`config.mk`:
```
export PLATFORM = sky130hd
export DESIGN_NAME = net_cfg_irq
export DESIGN_NICKNAME = d
export VERILOG_FILES = /design/src/rtl/net_cfg_pkg.sv /design/src/rtl/net_cfg_irq.sv
export SDC_FILE = /design/constraint.sdc
export NUM_CORES = 1
export LEC_CHECK = 0
export ABC_AREA = 1
export BUFFER_PORTS_ARGS = -buffer_cell sky130_fd_sc_hd__buf_2
export CELL_PAD_IN_SITES_DETAIL_PLACEMENT = 0
export CELL_PAD_IN_SITES_GLOBAL_PLACEMENT = 1
export CORE_MARGIN = 8
export CORE_UTILIZATION = 25
export CTS_BUF_LIST = sky130_fd_sc_hd__clkbuf_4
export DETAILED_ROUTE_END_ITERATION = 8
export GPL_ROUTABILITY_DRIVEN = 0
export GPL_TIMING_DRIVEN = 0
export PLACE_DENSITY = 0.54
export SYNTH_ARGS = -nofsm -noshare
export SYNTH_HDL_FRONTEND = slang
export SYNTH_SLANG_ARGS = --single-unit
```
`constraint.sdc`:
```
create_clock -name clk -period 5.95 [get_ports clk]
set_input_delay 1.19 -clock clk [delete_from_list [all_inputs] [get_ports clk]]
set_output_delay 1.19 -clock clk [all_outputs]
set_load 0.01 [all_outputs]
```
`src/rtl/net_cfg_pkg.sv`:
```
// constants, field layouts and carrier types for the common config and interrupt block
// ================================================================
// Overview of operation
// - gateway address, four bytes at 0x01
// - netmask, four bytes at 0x05
// - local hardware address, six bytes at 0x09
// - local IP address, four bytes at 0x0F
// - hold-off value delays next line assertion
// - after release, line stays high for hold-off
// - new socket event keeps line low, no release
// - host clear releases line, later flags stay
// - common flags cleared by writing one
// - nonzero common flags keep line asserted
// - address clash sets flag bit 7
// - destination lost sets flag bit 6
// - session close sets bit 5 in that mode
// - wake packet sets bit 4 when enabled
// - common mask gates flags, bits 7..4
// - summary bit n mirrors socket n flags
// - nonzero summary keeps line asserted
// - socket mask gates summary bits
// - retry time in 100us units, reset 2000
// - wait retry time after transmit, then retransmit
// - socket timeout sets bit 3 and summary
// - timeout after retry count plus one waits
// - capture failed destination IP and port
package net_cfg_pkg;

  // ================================================================
  // register byte offsets
  localparam logic [15:0] GW_ADDR_OFS      = 16'h0001; // gateway, msb first
  localparam logic [15:0] NETMASK_OFS      = 16'h0005;
  localparam logic [15:0] MAC_ADDR_OFS     = 16'h0009;
  localparam logic [15:0] IP_ADDR_OFS      = 16'h000F;
  localparam logic [15:0] HOLDOFF_OFS      = 16'h0013; // two bytes, msb first
  localparam logic [15:0] CFG_LAST_OFS     = 16'h0014; // last plain rw config byte
  localparam logic [15:0] CMN_FLAGS_OFS    = 16'h0015;
  localparam logic [15:0] CMN_MASK_OFS     = 16'h0016;
  localparam logic [15:0] SOCK_SUM_OFS     = 16'h0017;
  localparam logic [15:0] SOCK_MASK_OFS    = 16'h0018;
  localparam logic [15:0] RETRY_TIME_OFS   = 16'h0019; // two bytes, msb first
  localparam logic [15:0] RETRY_LIMIT_OFS  = 16'h001B;
  localparam logic [15:0] FAIL_IP_OFS      = 16'h0028; // four bytes read only
  localparam logic [15:0] FAIL_PORT_OFS    = 16'h002C; // two bytes read only

  // ================================================================
  // field positions and reset values
  localparam int          CLASH_BIT        = 7;
  localparam int          DEST_LOST_BIT    = 6;
  localparam int          SESSION_BIT      = 5;
  localparam int          WAKE_BIT         = 4;
  localparam int          SOCK_TIMEOUT_BIT = 3;
  localparam logic [7:0]  CMN_IMPL_MASK    = 8'hF0;   // bits 3..0 reserved, read zero
  localparam logic [7:0]  BYTE_ZERO        = 8'h00;
  localparam logic [15:0] HOLDOFF_RST      = 16'h0000;
  localparam logic [15:0] RETRY_TIME_RST   = 16'h07D0;
  localparam logic [7:0]  RETRY_LIMIT_RST  = 8'h08;
  localparam int          NUM_SOCK         = 8;

  // ================================================================
  // timing: one retry-time unit in clock cycles
  localparam int          CLK_PERIOD_NS    = 40;
  localparam int          RETRY_UNIT_NS    = 100000;
  localparam int          RETRY_UNIT_CYC   = RETRY_UNIT_NS / CLK_PERIOD_NS;

  // ================================================================
  // carriers
  typedef struct packed {
    logic        wr;    // one-cycle write strobe
    logic        rd;    // one-cycle read strobe
    logic [15:0] addr;  // byte address
    logic [7:0]  wdata;
  } reg_req_s;

  typedef struct packed {
    logic        clash;         // arp sender ip equals local ip
    logic        dest_lost;     // icmp port unreachable seen
    logic        session_close; // pppoe session dropped
    logic        wake_packet;   // magic packet over udp
    logic [31:0] fail_ip;       // valid with dest_lost
    logic [15:0] fail_port;     // valid with dest_lost
  } net_evt_s;

  typedef struct packed {
    logic        valid; // one-cycle socket flag clear
    logic [2:0]  idx;
    logic [7:0]  bits;  // ones clear
  } sock_clr_s;

endpackage

```
`src/rtl/net_cfg_irq.sv`:
```
// common network config registers, event flags, interrupt line and retry timer
module net_cfg_irq (
  input  wire logic                    clk,
  input  wire logic                    nrst,
  input  wire net_cfg_pkg::reg_req_s   reg_req,
  output logic      [7:0]              reg_rdata,
  input  wire net_cfg_pkg::net_evt_s   net_evt,
  input  wire logic                    pppoe_mode_en,
  input  wire logic                    wol_mode_en,
  input  wire logic [63:0]             sock_evt_set,
  input  wire net_cfg_pkg::sock_clr_s  sock_clr,
  output logic      [63:0]             socket_event_flags,
  input  wire logic                    retry_start,
  input  wire logic [2:0]              retry_sock,
  input  wire logic                    peer_resp,
  output logic                         retransmit,
  output logic                         event_line_low,
  output logic      [31:0]             gateway_addr,
  output logic      [31:0]             netmask_addr,
  output logic      [47:0]             local_mac_addr,
  output logic      [31:0]             local_ip_addr
);

  // ================================================================
  // state encodings
  typedef enum logic [1:0] {
    LINE_HIGH = 2'b01,  // released, hold-off running
    LINE_LOW  = 2'b10   // asserted
  } line_e;

  typedef enum logic [1:0] {
    RT_IDLE = 2'b01,
    RT_WAIT = 2'b10
  } retry_e;

  // ================================================================
  // storage
  logic [7:0]  cfg_q [1:20];     // plain rw bytes 0x01..0x14
  logic [7:0]  cmn_flags_q;      // common event flags
  logic [7:0]  cmn_mask_q;
  logic [7:0]  sock_mask_q;
  logic [15:0] retry_time_q;
  logic [7:0]  retry_limit_q;
  logic [31:0] fail_ip_q;
  logic [15:0] fail_port_q;
  logic [7:0]  sock_flags_q [0:7];
  logic [7:0]  rdata_q;
  line_e       line_q;
  logic [15:0] hold_cnt_q;       // cycles since release, saturates
  retry_e      rt_q;
  logic [11:0] unit_cnt_q;       // cycles within one 100us unit
  logic [15:0] rt_units_q;       // units waited in this attempt
  logic [7:0]  retx_cnt_q;       // retransmissions done
  logic [2:0]  rt_sock_q;
  logic        retx_q;

  // ================================================================
  // address decode
  wire         wr         = reg_req.wr;
  wire  [15:0] addr       = reg_req.addr;
  wire  [7:0]  wdata      = reg_req.wdata;
  wire         cfg_hit    = (addr >= net_cfg_pkg::GW_ADDR_OFS) && (addr <= net_cfg_pkg::CFG_LAST_OFS);
  wire         flags_wr   = wr && (addr == net_cfg_pkg::CMN_FLAGS_OFS);
  wire         cmask_wr   = wr && (addr == net_cfg_pkg::CMN_MASK_OFS);
  wire         smask_wr   = wr && (addr == net_cfg_pkg::SOCK_MASK_OFS);
  wire         rt_hi_wr   = wr && (addr == net_cfg_pkg::RETRY_TIME_OFS);
  wire         rt_lo_wr   = wr && (addr == net_cfg_pkg::RETRY_TIME_OFS + 16'h0001);
  wire         rlim_wr    = wr && (addr == net_cfg_pkg::RETRY_LIMIT_OFS);
  wire  [4:0]  cfg_idx    = addr[4:0];

  // ================================================================
  // config byte views, most significant byte at the lowest address
  wire  [15:0] holdoff    = {cfg_q[19], cfg_q[20]};

  assign gateway_addr   = {cfg_q[1], cfg_q[2], cfg_q[3], cfg_q[4]};
  assign netmask_addr   = {cfg_q[5], cfg_q[6], cfg_q[7], cfg_q[8]};
  assign local_mac_addr = {cfg_q[9], cfg_q[10], cfg_q[11], cfg_q[12], cfg_q[13], cfg_q[14]};
  assign local_ip_addr  = {cfg_q[15], cfg_q[16], cfg_q[17], cfg_q[18]};

  // config bytes: one process, all reset to zero
  always_ff @(posedge clk or negedge nrst) begin
    if (!nrst) begin
      for (int i = 1; i <= 20; i++) begin
        cfg_q[i] <= net_cfg_pkg::BYTE_ZERO;
      end
    end else if (wr && cfg_hit) begin
      cfg_q[cfg_idx] <= wdata;
    end
  end

  // ================================================================
  // common event flags
  wire         sess_set   = net_evt.session_close && pppoe_mode_en;
  wire         wake_set   = net_evt.wake_packet && wol_mode_en;
  wire  [7:0]  cmn_set    = {net_evt.clash, net_evt.dest_lost, sess_set, wake_set, 4'h0};
  wire  [7:0]  cmn_clr    = flags_wr ? (wdata & net_cfg_pkg::CMN_IMPL_MASK) : 8'h00;
  // set wins over a clear landing in the same cycle
  wire  [7:0]  cmn_flags_d = (cmn_flags_q & ~cmn_clr) | cmn_set;

  always_ff @(posedge clk or negedge nrst) begin
    if (!nrst) begin
      cmn_flags_q <= net_cfg_pkg::BYTE_ZERO;
    end else begin
      cmn_flags_q <= cmn_flags_d;
    end
  end

  // failed destination captured with the unreachable event
  always_ff @(posedge clk or negedge nrst) begin
    if (!nrst) begin
      fail_ip_q   <= 32'h0000_0000;
      fail_port_q <= 16'h0000;
    end else if (net_evt.dest_lost) begin
      fail_ip_q   <= net_evt.fail_ip;
      fail_port_q <= net_evt.fail_port;
    end
  end

  // masks and retry settings
  always_ff @(posedge clk or negedge nrst) begin
    if (!nrst) begin
      cmn_mask_q    <= net_cfg_pkg::BYTE_ZERO;
      sock_mask_q   <= net_cfg_pkg::BYTE_ZERO;
      retry_time_q  <= net_cfg_pkg::RETRY_TIME_RST;
      retry_limit_q <= net_cfg_pkg::RETRY_LIMIT_RST;
    end else begin
      if (cmask_wr) begin
        cmn_mask_q <= wdata & net_cfg_pkg::CMN_IMPL_MASK;
      end
      if (smask_wr) begin
        sock_mask_q <= wdata;
      end
      if (rt_hi_wr) begin
        retry_time_q[15:8] <= wdata;
      end
      if (rt_lo_wr) begin
        retry_time_q[7:0] <= wdata;
      end
      if (rlim_wr) begin
        retry_limit_q <= wdata;
      end
    end
  end

  // ================================================================
  // socket flags and summary
  logic [7:0] summary;
  logic       timeout_evt;  // final retry timeout, one cycle
  logic [7:0] sock_clr_hit; // clear that removed a set, enabled bit

  // one flag byte per socket; set wins over clear
  for (genvar s = 0; s < net_cfg_pkg::NUM_SOCK; s++) begin : g_sock
    wire       clr_me = sock_clr.valid && (sock_clr.idx == 3'(s));
    wire [7:0] clr_b  = clr_me ? sock_clr.bits : 8'h00;
    wire       to_me  = timeout_evt && (rt_sock_q == 3'(s));
    wire [7:0] set_b  = sock_evt_set[8*s +: 8] | (to_me ? 8'(1 << net_cfg_pkg::SOCK_TIMEOUT_BIT) : 8'h00);

    always_ff @(posedge clk or negedge nrst) begin
      if (!nrst) begin
        sock_flags_q[s] <= net_cfg_pkg::BYTE_ZERO;
      end else begin
        sock_flags_q[s] <= (sock_flags_q[s] & ~clr_b) | set_b;
      end
    end

    assign summary[s]               = |sock_flags_q[s];
    assign sock_clr_hit[s]          = |(clr_b & sock_flags_q[s]) && sock_mask_q[s];
    assign socket_event_flags[8*s +: 8] = sock_flags_q[s];
  end

  // ================================================================
  // interrupt line
  wire cmn_req  = |(cmn_flags_q & cmn_mask_q);
  wire sock_req = |(summary & sock_mask_q);
  wire irq_req  = cmn_req || sock_req;
  // a host clear of an enabled, set flag ends the current assertion
  // even while other flags stand; the hold-off then decides when the
  // line may fall again, so the host sees a fresh edge per event
  wire host_clr = |(cmn_clr & cmn_flags_q & cmn_mask_q) || (|sock_clr_hit);
  wire hold_ok  = (hold_cnt_q >= holdoff);

  // line state: low only with a request and an expired hold-off
  always_ff @(posedge clk or negedge nrst) begin
    if (!nrst) begin
      line_q <= LINE_HIGH;
    end else begin
      case (line_q)
        LINE_HIGH: begin
          if (irq_req && hold_ok) begin
            line_q <= LINE_LOW;
          end
        end
        LINE_LOW: begin
          // stays low until a host clear or until no enabled flag stands; new events never release it
          if (host_clr || !irq_req) begin
            line_q <= LINE_HIGH;
          end
        end
        default: line_q <= LINE_HIGH;
      endcase
    end
  end

  // hold-off counter restarts on every release and saturates
  always_ff @(posedge clk or negedge nrst) begin
    if (!nrst) begin
      hold_cnt_q <= 16'h0000;
    end else if (line_q == LINE_LOW) begin
      hold_cnt_q <= 16'h0000;
    end else if (hold_cnt_q != 16'hFFFF) begin
      hold_cnt_q <= hold_cnt_q + 16'h0001;
    end
  end

  assign event_line_low = (line_q == LINE_HIGH);  // high level = released

  // ================================================================
  // retry timer: one wait at a time, 100us units
  // limitation: only one socket waits at a time; a start while a wait
  // runs is dropped, so the caller must serialise its sends
  // every attempt waits the same time; no doubling between attempts
  wire unit_tick = (unit_cnt_q == 12'(net_cfg_pkg::RETRY_UNIT_CYC - 1));
  wire expired   = unit_tick && (rt_units_q + 16'h0001 >= retry_time_q);
  wire final_to  = expired && (retx_cnt_q == retry_limit_q);

  assign timeout_evt = (rt_q == RT_WAIT) && !peer_resp && final_to;

  always_ff @(posedge clk or negedge nrst) begin
    if (!nrst) begin
      rt_q       <= RT_IDLE;
      unit_cnt_q <= 12'h000;
      rt_units_q <= 16'h0000;
      retx_cnt_q <= 8'h00;
      rt_sock_q  <= 3'b000;
      retx_q     <= 1'b0;
    end else begin
      retx_q <= 1'b0;
      case (rt_q)
        RT_IDLE: begin
          if (retry_start) begin
            rt_q       <= RT_WAIT;
            rt_sock_q  <= retry_sock;
            unit_cnt_q <= 12'h000;
            rt_units_q <= 16'h0000;
            retx_cnt_q <= 8'h00;
          end
        end
        RT_WAIT: begin
          unit_cnt_q <= unit_tick ? 12'h000 : unit_cnt_q + 12'h001;
          if (peer_resp) begin
            rt_q <= RT_IDLE;        // answer arrived in time
          end else if (final_to) begin
            rt_q <= RT_IDLE;
          end else if (expired) begin
            retx_q     <= 1'b1;
            retx_cnt_q <= retx_cnt_q + 8'h01;
            rt_units_q <= 16'h0000;
          end else if (unit_tick) begin
            rt_units_q <= rt_units_q + 16'h0001;
          end
        end
        default: rt_q <= RT_IDLE;
      endcase
    end
  end

  assign retransmit = retx_q;

  // ================================================================
  // read path, registered; reads have no side effect
  // the read strobe latches one byte, which then holds until the next
  // read, so multi-byte values are read byte by byte with no snapshot
  logic [7:0] rd_mux;

  always_comb begin
    rd_mux = net_cfg_pkg::BYTE_ZERO;  // unmapped reads zero
    if (cfg_hit) begin
      rd_mux = cfg_q[cfg_idx];
    end else begin
      case (addr)
        net_cfg_pkg::CMN_FLAGS_OFS:            rd_mux = cmn_flags_q;
        net_cfg_pkg::CMN_MASK_OFS:             rd_mux = cmn_mask_q;
        net_cfg_pkg::SOCK_SUM_OFS:             rd_mux = summary;
        net_cfg_pkg::SOCK_MASK_OFS:            rd_mux = sock_mask_q;
        net_cfg_pkg::RETRY_TIME_OFS:           rd_mux = retry_time_q[15:8];
        net_cfg_pkg::RETRY_TIME_OFS + 16'h0001: rd_mux = retry_time_q[7:0];
        net_cfg_pkg::RETRY_LIMIT_OFS:          rd_mux = retry_limit_q;
        net_cfg_pkg::FAIL_IP_OFS:              rd_mux = fail_ip_q[31:24];
        net_cfg_pkg::FAIL_IP_OFS + 16'h0001:   rd_mux = fail_ip_q[23:16];
        net_cfg_pkg::FAIL_IP_OFS + 16'h0002:   rd_mux = fail_ip_q[15:8];
        net_cfg_pkg::FAIL_IP_OFS + 16'h0003:   rd_mux = fail_ip_q[7:0];
        net_cfg_pkg::FAIL_PORT_OFS:            rd_mux = fail_port_q[15:8];
        net_cfg_pkg::FAIL_PORT_OFS + 16'h0001: rd_mux = fail_port_q[7:0];
        default:                               rd_mux = net_cfg_pkg::BYTE_ZERO;
      endcase
    end
  end

  always_ff @(posedge clk or negedge nrst) begin
    if (!nrst) begin
      rdata_q <= net_cfg_pkg::BYTE_ZERO;
    end else if (reg_req.rd) begin
      rdata_q <= rd_mux;
    end
  end

  assign reg_rdata = rdata_q;
endmodule

```
### Word level (Yosys, flattened, before mapping)

Index checks and enable logic that the tools add are counted.

| operators by class | value |
|---|---|
| add/subtract/negate cells | 4 |
| multipliers | 0 |
| div/mod/pow operators | 0 |
| magnitude comparators | 6 |
| eq/ne operators | 42 |
| shift operators | 0 |
| multiplexer cells | 52 |
| bitwise logic cells | 48 |
| reduce and logical (&&, ||, !) cells | 75 |

Operator list:

| operator | number |
|---|---|
| AND 8 bit | 21 |
| bitwise mux 160 bit | 1 |
| OR reduction 8 bit | 20 |
| two-way mux 8 bit | 17 |
| == test 16 x 5 -> 1 bit (second input constant) | 7 |
| two-way mux 16 bit | 7 |
| one-hot mux 8 bit (13 select lines) | 1 |
| == test 16 x 6 -> 1 bit (second input constant) | 6 |
| NOT 8 bit | 9 |
| bitwise OR 8 bit | 9 |
| bitwise OR 8 x 4 -> 8 bit | 8 |
| binary-select mux 8 bit (select 5 bit) | 1 |
| demux 8 bit (select 5 bit) | 1 |
| logical AND 1 bit | 40 |
| adder 16 x 1 -> 16 bit (second input constant) | 2 |
| greater-or-equal comparator 16 bit | 2 |
| two-way mux 4 bit | 8 |
| one-hot mux 16 bit (2 select lines) | 1 |
| == test 3 bit (second input constant) | 8 |
| two-way mux 12 bit | 2 |
| one-hot mux 12 bit (2 select lines) | 1 |
| greater-or-equal comparator 16 x 1 -> 1 bit (second input constant) | 1 |
| <= comparator 16 x 5 -> 1 bit (second input constant) | 1 |
| inequality test 16 bit (second input constant) | 1 |
| other kinds (24) | 52 |

| storage, ports and cells | value |
|---|---|
| bits in registers | 384 |
| latch bits | 0 |
| bits in writable memories | 0 |
| memory bits (read-only) | 0 |
| bits of input ports | 163 |
| output and inout port bits | 218 |
| logic and storage cells | 272 |
| memories kept | 0 |

### Longest topological paths before layout

Gate-level depths: netlist (run 1).

| depth | value |
|---|---|
| depth after elaboration | 11 |
| mapped depth | 20 |
| mapped depth without buffers | 20 |

### Least setup slack after synthesis (run 1)

Ideal clock, no wire load.

| timing | value |
|---|---|
| kind | register to register |
| from | register rt_units_q[0] |
| to | register retx_cnt_q[0] |
| setup time | 0.118 ns |
| arrival time | 2.809 ns |
| required time | 5.832 ns |
| path slack | 3.023 ns |
| cell stages (with the launch flop) | 17 |
| buffers on the path | 0 |
| clock period less this slack | 2.927 ns |
| cells stage by stage | dfrtp_1 -> ha_1 -> nand3_1 -> nor3_1 -> nand3_1 -> xor2_1 -> inv_1 -> ha_1 -> nand2_1 -> nor3_1 -> nand3_1 -> nand3_1 -> nand2_1 -> nand2_1 -> nand3_1 -> nand2_1 -> nand2_1 |

| on the way | value |
|---|---|
| word-level cells in the longest chain between the ends | 6 |
| elaborated cells on any way between the ends | 7 |
| classes of those cells | 1 x add/sub; 1 x order compare; 2 x eq/ne; 3 x reduce/logical |

RTL lines:

| element | RTL line | source |
|---|---|---|
| start, declared | net_cfg_irq.sv:52 | `logic [15:0] rt_units_q;` |
| start signal, assigned | net_cfg_irq.sv:259 | `rt_units_q <= rt_units_q + 16'h0001;` |
| adder 16 x 1 -> 16 bit * | net_cfg_irq.sv:223 | `wire expired = unit_tick && (rt_units_q + 16'h0001 >= retry_time_q);` |
| greater-or-equal comparator 16 bit * | net_cfg_irq.sv:223 |  |
| logical AND 1 bit * | net_cfg_irq.sv:223 |  |
| logical AND 1 bit | net_cfg_irq.sv:224 | `wire final_to = expired && (retx_cnt_q == retry_limit_q);` |
| inequality test 2 bit (no line) | n/a |  |
| AND reduction 5 bit (no line) * | n/a |  |
| end signal, assigned | net_cfg_irq.sv:256 | `retx_cnt_q <= retx_cnt_q + 8'h01;` |
| end, declared | net_cfg_irq.sv:53 | `logic [7:0] retx_cnt_q;` |

Every way passes the cells marked *; elsewhere a longest branch is shown, timed or not.
A chain may end at the register's enable or synchronous reset.

### Final worst setup path (run 1)

| timing | value |
|---|---|
| from | register rt_units_q[0] |
| to | register retx_cnt_q[7] |

Same word-level chain as after synthesis.

==> results of run 1 <==
-- kinds of logic (layout without fill, tap and decap cells) --
family	after synthesis	after routing	synth area share, %
other cells	0	3	0
xor+xnor	18	18	0.756
flops	380	380	45.6
compound gates	444	444	11.8
fa+ha+maj	36	36	2.16
buf+inv	518	1078	12.5
simple gates	1329	1329	27.1
-- final cells by class --
class                           count  area (um^2)  share of cell area, %
Antenna cell                        3         7.51                 0.0295
Buffer                            241         1570                   6.16
Clock buffer                      158         1190                   4.66
Clock inverter                     28          124                  0.486
Inverter                          277         1040                   4.08
Multi-Input combinational cell   1827         8730                   34.3
Sequential cell                   380         9520                   37.4
Tap cell                         1080         1350                   5.30
Timing Repair Buffer              374         1950                   7.65
-- per-stage QoR --
step / setup slack, ns / power (W) / cells / cell area, um^2 / util (%)
global route: 1.70 / 0.00599 / 4366 / 25500 / 30.6
floorplan: 3.02 / 0.00298 / 2725 / 20900 / -
finish: 2.02 / 0.00569 / 4368 / 25500 / 30.6
global placement: -4.39 / 0.00329 / 4176 / 24100 / 28.9
detailed placement: 2.00 / 0.00331 / 4179 / 24200 / 29.1
CTS: 1.96 / 0.00580 / 4365 / 25500 / 30.6
-- cells in the final DEF (no fill, tap or decap), types with 3 or more instances in the layout --
cell	instances
sky130_fd_sc_hd__nand2_4	3
sky130_fd_sc_hd__o21ai_2	9
sky130_fd_sc_hd__clkbuf_4	158
sky130_fd_sc_hd__buf_16	3
sky130_fd_sc_hd__or2_2	3
sky130_fd_sc_hd__a211oi_1	4
sky130_fd_sc_hd__buf_2	391
sky130_fd_sc_hd__buf_4	144
sky130_fd_sc_hd__xnor2_1	4
sky130_fd_sc_hd__o21bai_1	29
sky130_fd_sc_hd__nor3_1	33
sky130_fd_sc_hd__a21oi_1	49
sky130_fd_sc_hd__diode_2	3
sky130_fd_sc_hd__buf_1	13
sky130_fd_sc_hd__buf_6	11
sky130_fd_sc_hd__inv_1	272
sky130_fd_sc_hd__o2111ai_1	6
sky130_fd_sc_hd__nor2_2	4
sky130_fd_sc_hd__clkinv_1	24
sky130_fd_sc_hd__o21a_1	3
sky130_fd_sc_hd__nor3b_1	5
sky130_fd_sc_hd__nand3_4	8
sky130_fd_sc_hd__nor2_1	212
sky130_fd_sc_hd__o21ai_1	69
sky130_fd_sc_hd__dfrtp_1	371
sky130_fd_sc_hd__nand3_1	190
sky130_fd_sc_hd__o21ai_0	236
sky130_fd_sc_hd__clkbuf_1	51
sky130_fd_sc_hd__nor2_4	3
sky130_fd_sc_hd__dfstp_2	9
sky130_fd_sc_hd__nand4_1	59
sky130_fd_sc_hd__a22oi_1	23
sky130_fd_sc_hd__o22ai_1	4
sky130_fd_sc_hd__xor2_1	14
sky130_fd_sc_hd__o211ai_1	3
sky130_fd_sc_hd__nand2_1	802
sky130_fd_sc_hd__inv_2	4
sky130_fd_sc_hd__ha_1	36
-- where the power goes --
part	switching, W	internal (W)	leakage, nW
clock network	0.00123	0.00121	0.781
logic	0.000421	0.000137	7.36
registers	0.0000503	0.00265	4.70
total	0.00170	0.00399	12.8
-- path summary, 6_finish.rpt --
check | cells after the start | slack [ns] | end
max reg2reg | 16 | 2.02 | retx_cnt_q[7]
max in group asynchronous | 2 | 4.43 | gateway_addr[21]
max | 16 | 2.02 | retx_cnt_q[7]
min reg2reg | 2 | 0.47 | fail_ip_q[26]
min in group clk | 2 | 0.47 | socket_event_flags[52]
min | 1 | 0.41 | unit_cnt_q[9]
-- synthesized netlist by cell type (5+ instances only) --
cell type and number:
sky130_fd_sc_hd__inv_1 272, sky130_fd_sc_hd__dfstp_2 9, sky130_fd_sc_hd__clkbuf_1 51, sky130_fd_sc_hd__nand4_1 59, sky130_fd_sc_hd__nand3_1 190, sky130_fd_sc_hd__dfrtp_1 371, sky130_fd_sc_hd__nor3_1 33, sky130_fd_sc_hd__nand3_4 8
sky130_fd_sc_hd__buf_1 13, sky130_fd_sc_hd__a22oi_1 23, sky130_fd_sc_hd__ha_1 36, sky130_fd_sc_hd__o21ai_1 69, sky130_fd_sc_hd__nor3b_1 5, sky130_fd_sc_hd__nand2_1 802, sky130_fd_sc_hd__buf_6 11, sky130_fd_sc_hd__o21ai_0 236
sky130_fd_sc_hd__o21bai_1 29, sky130_fd_sc_hd__o21ai_2 9, sky130_fd_sc_hd__xor2_1 14, sky130_fd_sc_hd__o2111ai_1 6, sky130_fd_sc_hd__buf_2 21, sky130_fd_sc_hd__a21oi_1 49, sky130_fd_sc_hd__buf_4 144, sky130_fd_sc_hd__nor2_1 212
-- layer usage --
| metal | part of all wire, % | GRT usage (%) |
|---|---|---|
| met1 | 45 | 25.6 |
| met5 | 0.011 | 0 |
| met4 | 2.4 | 5.61 |
| met2 | 47 | 31.7 |
| met3 | 6.2 | 4.00 |
-- sequential cells by signal, indices dropped and copies added (netlist names), 8 cells and up --
register	flops
cfg_q	16
fail_ip_q	32
fail_port_q	16
gateway_addr	32
hold_cnt_q	16
local_ip_addr	32
local_mac_addr	48
netmask_addr	32
reg_rdata	8
retry_limit_q	8
retry_time_q	16
retx_cnt_q	8
rt_units_q	16
sock_mask_q	8
socket_event_flags	64
unit_cnt_q	12
-- critical path, delay by kind of cell, from the launching register on --
kind	cells	cell delay, ns
xor gates and xnor gates	1	0.16
adders and majority gates	2	0.56
buffers and inverters	1	0.10
DFF	1	0.47
and+or+nand+nor	12	2.51
==> results.toml, run 1 <==
[run_status]
run_status = "completed"

[sta]
layout_worst_path_cycle_share_pct = 66.0
final_hold_viol_count = 0
skew_ns = 0.0741
setup_tns_ns = 0
clock.fmax_ghz = 0.255
finalMaxSlewViolations = 0
layout_min_cycle_time_ns = 3.93
timing.hold.ws_ns = 0.407
finalSetupViolations = 0
rsz0062_at_grt = "false"
worstMarginPinSlew_ns = 1.06
timing.slew.headroom_pct = 29.1

[setup_path]
crit_path_largest_cell_delay_ns = 0.47
critical_path.endpoint_type = "flop"
crit_path_max_fanout = 10
crit_path_start_kind = "flop"
cp_data_arrival_time_ns = 4.65
timing.critical_path.from = "rt_units_q[0]"
worst_r2r_startpoint = "rt_units_q[0]"
crit_required_ns = 6.68
crit_path_cell_trace = "ha_1, nand3_1, nor3_1, nand3_1, xor2_1, inv_1, ha_1, nand2_1, nor3_1, nand3_1, nand3_1, nand2_1, nand2_1, nand3_1, nand2_1, nand2_1"
standard_cell_with_the_maximum_stage_delay_on_the_critical_path = "sky130_fd_sc_hd__dfrtp_1"
timing.setup.critical_path_class = "reg -> reg"

[cells_and_area]
layout-area-overhead-vs-synth_pct = 22.1
layout_cells_sized_above_1_pct = 23.2
layout.nets = 3413
num-fill-cells = 9135

[clock_network]
ctsResizeCount = 0
clk-insertion-delay-late_ns = 0.90
cts.sinks = 380
tritoncts.num_buffers = 113
clk_transition_reported_paths_ns = 0.06
tritoncts = "built"
htree_num_levels = 3
cts_buffer_depth = 3
cts.root.buffer_cell = "sky130_fd_sc_hd__clkbuf_4"
postCtsSetupBuffers = 0
cts_hold_buffers = 0

[synthesis]
synth_top_area_share_pct = 44.5
synth_area_um2 = 20900
postSynth.topFlopCell = "sky130_fd_sc_hd__dfrtp_1"
synth_edf_count = 0
synth.top_cells.by_area = "sky130_fd_sc_hd__dfrtp_1 45%, sky130_fd_sc_hd__nand2_1 14%, sky130_fd_sc_hd__o21ai_0 5.7%"
ys_types = 49
instance_count_of_the_mapped_netlist = 2725
syn_nets = 2924
yosysSeqAreaShare_pct = 45.6
asyncSetResetFlopFracSynth_pct = 100
synth_top_cell_by_area = "sky130_fd_sc_hd__dfrtp_1"
synth.ff_latch_count = 380
synthesis.area_per_instance_um2 = 7.65
ys.warnings.count = 0

[routing]
drt-total-wl_um = 92100
drtIter0Drc = 1468
route.antenna.remaining_nets = 0
post_drt_wl_per_cell_um = 21.1
first_pass_iters = 6
via_per_inst = 4.67
routed-via-count = 20417
drc = 0

[place]
place.detailed.hpwl_um = 71200
port_buffers = 371

[floorplan]
std_cell_rows = 106
die_y_um = 305
floorplan.die_area_um2 = 92900
chipWidth_um = 305
design.portCount = 381
start_util_pct = 25.1
placeableCoreArea_um2 = 83200

[pwr]
p_per_cell_area_nw_per_um2 = 223
worst_ir_drop_vdd_uv = 111
power_leakage_nw = 12.8

[global_route]
first_global_vias = 20797
antenna_found_initial = 7
grt_start_max_net_pins = 113
grt_first_pass_wirelength_um = 137000
global_route.usage.total_pct = 19.3
overflow = 0

[flow_run]
max-cap-violations = 0

[worst_hold_path]
hold_class = "in -> async"
Power figures use the tool's default switching activity.
==> inputs of run 2 (changes only) <==
- ABC_AREA: 1 -> 0
- PLACE_DENSITY: 0.54 -> 0.52
- clock period: 5.95 -> 3.6 ns (I/O delays scaled with it)
==> results.toml, run 2 <==
[run_status]
run_status = "finished with violations"
failing_checks = "negative setup slack"

[routing]
drtIter0Drc = 1004
routed-via-count = 17117
post_drt_wl_per_cell_um = 23.7
via_per_inst = 4.86
drc = 0
drt-total-wl_um = 83500
route.antenna.remaining_nets = 0
first_pass_iters = 5

[synthesis]
yosys.area_share.simple_pct = 11.7
synth-compound-area-share_pct = 10.8
ys.warnings.count = 0
asyncSetResetFlopFracSynth_pct = 100
synth_top_family_by_area = "multiplexers"
synth.ff_latch_count = 380
post_synth_fa_ha_maj_area_fraction_pct = 2.23
ys_types = 75
synth_top_area_share_pct = 46.0
postSynth.topFlopCell = "sky130_fd_sc_hd__dfrtp_1"
synthesis.area_per_instance_um2 = 11.3
synth_edf_count = 0
synth_area_in_xor_xnor_pct = 1.56
synth_top_cells_by_count = "371 x sky130_fd_sc_hd__dfrtp_1, 240 x sky130_fd_sc_hd__mux2_2, 157 x sky130_fd_sc_hd__nand2_1, 144 x sky130_fd_sc_hd__buf_4, 80 x sky130_fd_sc_hd__clkbuf_1"
synth_top_cell_by_area = "sky130_fd_sc_hd__dfrtp_1"
cell_with_the_most_instances_after_synthesis = "sky130_fd_sc_hd__dfrtp_1"
syn_nets = 1985
yosysSeqAreaShare_pct = 47.2
synth_area_um2 = 20200
synth.top_cells.by_area = "sky130_fd_sc_hd__dfrtp_1 46%, sky130_fd_sc_hd__mux2_2 13%, sky130_fd_sc_hd__buf_4 5.4%"
synthMuxAreaShare_pct = 18.6
instance_count_of_the_mapped_netlist = 1786

[setup_path]
worst-r2r-cell-count = 14
cp_data_arrival_time_ns = 4.34
critical_path.endpoint_type = "flop"
crit_required_ns = 4.31
timing.critical_path.from = "rt_units_q[0]"
crit_path_start_kind = "flop"
worst_r2r_startpoint = "rt_units_q[0]"
worst_setup_path_endpoint = "rt_units_q[13]"
crit_path_max_fanout = 8
reg2reg_setup_slack_ns = -0.03
timing.setup.critical_path_class = "reg -> reg"
r2r_end = "rt_units_q[13]"

[floorplan]
std_cell_rows = 104
design.portCount = 381
placeableCoreArea_um2 = 80300
chipWidth_um = 300
floorplan.die_area_um2 = 90100
start_util_pct = 25.1
die_y_um = 300

[pwr]
p_int_w = 0.00700
worst_ir_drop_vdd_uv = 270
p_per_cell_area_nw_per_um2 = 371
switching_share_of_power_pct = 28.1
power_leakage_nw = 12.1
power_frac_comb_pct = 10.6
total_switching_power_w = 0.00274
pwr-share-seq_pct = 46.1
power.clock.fraction_pct = 43.3

[sta]
timing.final.ws_setup_ns = -0.0341
worstMarginPinSlew_ns = 1.27
finalSetupViolations = 3
final_hold_viol_count = 0
layout_worst_path_cycle_share_pct = 101
timing.slew.headroom_pct = 15.0
layout_min_cycle_time_ns = 3.63
rsz0062_at_grt = "true"
skew_ns = 0.0798
clock.fmax_ghz = 0.275
finalMaxSlewViolations = 0

[place]
dpl_worst_slack_ns = -1.77
place.detailed.hpwl_um = 63100
port_buffers = 365

[global_route]
global_route.usage.total_pct = 18.1
grt_first_pass_wirelength_um = 123000
overflow = 0
grt_start_max_net_pins = 100
first_global_vias = 18471
antenna_found_initial = 10

[clock_network]
tritoncts = "built"
cts.root.buffer_cell = "sky130_fd_sc_hd__clkbuf_4"
clk-insertion-delay-late_ns = 0.89
tritoncts.num_buffers = 112
cts_buffer_depth = 3
cts.sinks = 380
clk_transition_reported_paths_ns = 0.06
htree_num_levels = 3

[cells_and_area]
final_cell_mix = "371 x sky130_fd_sc_hd__buf_2, 367 x sky130_fd_sc_hd__dfrtp_1, 239 x sky130_fd_sc_hd__mux2_2"
layout_cells_sized_above_1_pct = 44.3
layout_commonest_cell = "sky130_fd_sc_hd__buf_2"
layout.nets = 2571
layout-area-overhead-vs-synth_pct = 29.9
largest_register_ffs = 64
layout.core_utilization_pct = 32.7

[flow_run]
max-cap-violations = 0

[worst_hold_path]
hold_class = "in -> reg"
-- run 2: cell types whose count changed after synthesis, moves of 35 or more --
cell                      before  now
sky130_fd_sc_hd__mux4_2        0   42
sky130_fd_sc_hd__nand4_1      59   24
sky130_fd_sc_hd__inv_1       272   41
sky130_fd_sc_hd__a21o_1        2   67
sky130_fd_sc_hd__nor2_1      212   56
sky130_fd_sc_hd__nand2_1     802  157
sky130_fd_sc_hd__o21ai_0     236   49
sky130_fd_sc_hd__o21ai_1      69    1
sky130_fd_sc_hd__mux2_2        0  240
sky130_fd_sc_hd__nand3_1     190   46
-- run 2: repair_timing --
item / in CTS / in global routing
setup endpoints to repair: 65 / 34
gates resized for setup: 33 / 20
setup buffers: 18 / 8
hold buffers: 80 / 0
cloned: 0 / 0
pin swaps: 19 / 22
endpoints found under the hold margin: 112 / 0
-- run 2: critical path, stage by stage, from the launching register on --
cell,delay (ns)
sky130_fd_sc_hd__dfrtp_2,0.40
sky130_fd_sc_hd__ha_4,0.14
sky130_fd_sc_hd__inv_1,0.06
sky130_fd_sc_hd__or4_4,0.56
sky130_fd_sc_hd__or2_4,0.27
sky130_fd_sc_hd__xnor2_2,0.14
sky130_fd_sc_hd__ha_2,0.18
sky130_fd_sc_hd__and4_4,0.19
sky130_fd_sc_hd__a2111oi_4,0.36
sky130_fd_sc_hd__buf_4,0.20
sky130_fd_sc_hd__a221oi_4,0.07
sky130_fd_sc_hd__o21a_4,0.16
sky130_fd_sc_hd__a31o_4,0.26
sky130_fd_sc_hd__clkbuf_16,0.17
sky130_fd_sc_hd__a221o_1,0.33
-- run 2: worst min-delay path by stage --
stage | endpoint | slack [ns] | from | cells past startpoint
after floorplan | cfg_q[0] | 0.42 | nrst | 0
after global placement | reg_rdata[0] | 0.48 | reg_rdata[0] | 1
after detailed placement | reg_rdata[1] | 0.48 | reg_rdata[1] | 1
after CTS | fail_ip_q[17] | 0.0007 | net_evt[33] | 2
after global routing | fail_ip_q[17] | 0.02 | net_evt[33] | 2
final | socket_event_flags[46] | 0.09 | sock_evt_set[46] | 2
-- run 2: layout make-up --
cell class              instances  area (um^2)
diodes                          9         22.5
plain buffers                 236         1500
flip-flops and latches        380         9530
clock buffers                 163         1220
multi-input cells            1126         9310
inverters                      41          154
fillers                      8283        54100
clock inverters                31          193
well taps                    1060         1330
repair buffers                475         2970
-- run 2: power groups by stage --
| stage | logic [W] | clock network, W | registers (W) |
|---|---|---|---|
| after floorplan | 0.000431 | 0 | 0.00454 |
| after global placement | 0.000899 | 0 | 0.00456 |
| after detailed placement | 0.000920 | 0 | 0.00456 |
| after CTS | 0.00105 | 0.00437 | 0.00448 |
| after global routing | 0.00113 | 0.00460 | 0.00449 |
| final | 0.00104 | 0.00421 | 0.00448 |
-- run 2: routing by layer --
layer  vias to the layer above  GRT usage (%)  share of wire [%]
met2                       566           31.0                 49
li1                       7654              -                  -
met1                      8748           22.2                 42
met3                       147           4.41                6.3
met5                         -              0              0.016
met4                         2           5.81                2.9
-- run 2: kinds of logic (layout without fill, tap and decap cells) --
group / after synthesis / count (layout)
flip-flops: 380 / 380
AO/OA/AOI/OAI: 307 / 307
AND/OR/NAND/NOR: 455 / 455
adder cells (fa/ha/maj): 36 / 36
other: 0 / 9
buffers and inverters: 280 / 946
XOR/XNOR: 36 / 36
multiplexers: 292 / 292
-- run 2: through the flow --
step / hold WS [ns] / cells / power, W / TNS (ns) / cell area (um^2)
6_report: 0.0861 / 3521 / 0.00973 / -0.0743 / 26200
2_1_floorplan: 0.424 / 1786 / 0.00497 / 0 / 20200
3_5_place_dp: 0.484 / 3217 / 0.00548 / -122.09 / 23500
4_1_cts: 0.000702 / 3508 / 0.00990 / -2.60 / 26100
5_1_grt: 0.0189 / 3516 / 0.0102 / -1.72 / 26200
3_3_place_gp: 0.482 / 3211 / 0.00546 / -2409.50 / 23400
==> inputs of run 3 (changes only) <==
- CORE_UTILIZATION: 25 -> 41
- PLACE_DENSITY: 0.52 -> 0.79
==> results.toml, run 3 (synthesis results as in run 2) <==
[floorplan]
std_cell_rows = 81
die_y_um = 238
placeableCoreArea_um2 = 48700
floorplan.die_area_um2 = 56600
chipWidth_um = 238
start_util_pct = 41.4
design.portCount = 381

[cells_and_area]
finish.instance_area_um2 = 25500
largest_register_ffs = 64
layout-area-overhead-vs-synth_pct = 26.5
final_cell_mix = "371 x sky130_fd_sc_hd__buf_2, 366 x sky130_fd_sc_hd__dfrtp_1, 240 x sky130_fd_sc_hd__mux2_2"
num-fill-cells = 4351
layout_commonest_cell = "sky130_fd_sc_hd__buf_2"
count_of_placed_standard_cells_in_the_final_layout_fillers_left_out = 3116
layout.core_utilization_pct = 52.4
layout_cells_sized_above_1_pct = 44.2
layout.nets = 2557

[clock_network]
tritoncts.num_buffers = 103
clk_transition_reported_paths_ns = 0.06
cts.root.buffer_cell = "sky130_fd_sc_hd__clkbuf_4"
clk-insertion-delay-late_ns = 0.90
cts.sinks = 380
htree_num_levels = 3
cts_buffer_depth = 3
tritoncts = "built"

[setup_path]
timing.setup.critical_path_class = "in -> reg"
critical_path_depth_in_cells = 8
critical_path.endpoint_type = "flop"
crit_path_start_kind = "primary input"
worst-r2r-cell-count = 14
cp_num_buf_inv = 4
standard_cell_with_the_maximum_stage_delay_on_the_critical_path = "sky130_fd_sc_hd__clkbuf_1"
cp_data_arrival_time_ns = 4.38
crit_path_max_fanout = 10
worst_path_most_repeated_cell = "sky130_fd_sc_hd__clkbuf_1"
crit_required_ns = 4.33
crit_path_largest_cell_delay_ns = 0.84
crit_path_cell_trace = "buf_2, clkbuf_1, buf_1, clkbuf_1, mux4_2, a32oi_1, a31oi_1, o32a_1"
path_delay_family = "buffers and inverters"

[place]
dpl.cell_count = 2819
place.detailed.hpwl_um = 54600
dpl_cell_area_um2 = 23000
port_buffers = 365

[routing]
route.antenna.remaining_nets = 0
post_drt_wl_per_cell_um = 23.7
first_pass_iters = 6
via_per_inst = 5.63
drt-total-wl_um = 73900
routed-via-count = 17532
drc = 0
drtIter0Drc = 1409

[sta]
final_hold_viol_count = 0
layout_min_cycle_time_ns = 3.66
timing.slew.headroom_pct = 9.23
rsz0062_at_grt = "true"
timing.final.ws_setup_ns = -0.0558
setup_tns_ns = -0.0937
skew_ns = 0.0777
worstMarginPinSlew_ns = 1.35
timing.hold.ws_ns = 0.0798
finalSetupViolations = 4
clock.fmax_ghz = 0.274
layout_worst_path_cycle_share_pct = 102
finalMaxSlewViolations = 0

[global_route]
grt_start_max_net_pins = 104
first_global_vias = 18156
overflow = 0
grt_first_pass_wirelength_um = 111000
global_route.usage.total_pct = 25.5
antenna_found_initial = 12

[worst_hold_path]
count_of_cells_along_the_worst_hold_path = 2
hold_class = "in -> reg"

[pwr]
p_per_cell_area_nw_per_um2 = 374
power_leakage_nw = 12.0
worst_ir_drop_vdd_uv = 277

[flow_run]
max-cap-violations = 0

[run_status]
run_status = "finished with violations"
failing_checks = "negative setup slack"
==> run 3: cell count changes in the layout (fill, tap and decap cells not counted), sizes merged, moves of 2 or more <==
cell	previous run	this run
clkinv	24	15
diode	9	13
dlygate4sd3	80	77
clkbuf	239	241
clkdlybuf4s15	2	0
==> run 3: area by class of cell <==
cell class	instances	area [um^2]	share of cell area (%)
diodes	13	32.5	0.127
plain buffers	235	1470	5.76
clock buffers	165	1240	4.85
clock inverters	21	121	0.476
inverters	41	154	0.603
multi-input cells	1126	9240	36.2
flip-flops and latches	380	9530	37.3
well taps	664	831	3.26
repair buffers	471	2910	11.4
==> run 3: worst paths after layout <==
check                                      start                     end  slack [ns]
worst max-delay path                  reg_req[9]            reg_rdata[2]       -0.06
worst min-delay path            sock_evt_set[24]  socket_event_flags[24]        0.08
worst max register to register     rt_units_q[0]          rt_units_q[13]       -0.01
worst min register to register     unit_cnt_q[7]           unit_cnt_q[7]        0.49
max in group asynchronous                   nrst      local_mac_addr[14]        1.66
min in group asynchronous                   nrst  socket_event_flags[37]        0.45
==> run 3: repair_timing <==
action                                  in CTS  in global routing
hold buffers                                77                  0
pin swaps                                   16                 16
hold endpoints to repair                   163                  0
resized for setup                           20                 19
endpoints found under the setup margin      36                 47
buffers inserted                            19                  5
==> run 3: metal layers <==
metal | wire length [um] | part of all wire, % | track usage (%) | vias to the layer above
met5 | 10 | 0.014 | 0 | -
met4 | 3380 | 4.6 | 12.3 | 2
met3 | 5950 | 8.0 | 5.76 | 215
met2 | 35600 | 48 | 41.9 | 854
met1 | 29000 | 39 | 31.7 | 8844
li1 | - | - | - | 7617
==> run 3: stage by stage <==
| step | total power (W) | worst slack (ns) |
|---|---|---|
| after detailed placement | 0.00543 | -1.39 |
| after global placement | 0.00539 | -5.70 |
| final | 0.00955 | -0.0558 |
| after CTS | 0.00961 | 0.00489 |
| after floorplan | 0.00497 | 0.00896 |
| after global routing | 0.00993 | -0.156 |
==> run 3: power breakdown <==
part	leakage (nW)	internal (W)	switching, W	total [W]
Sequential	4.75	0.00438	0.000102	0.00449
Clock	0.819	0.00214	0.00193	0.00407
Combinational	6.42	0.000397	0.000596	0.000994
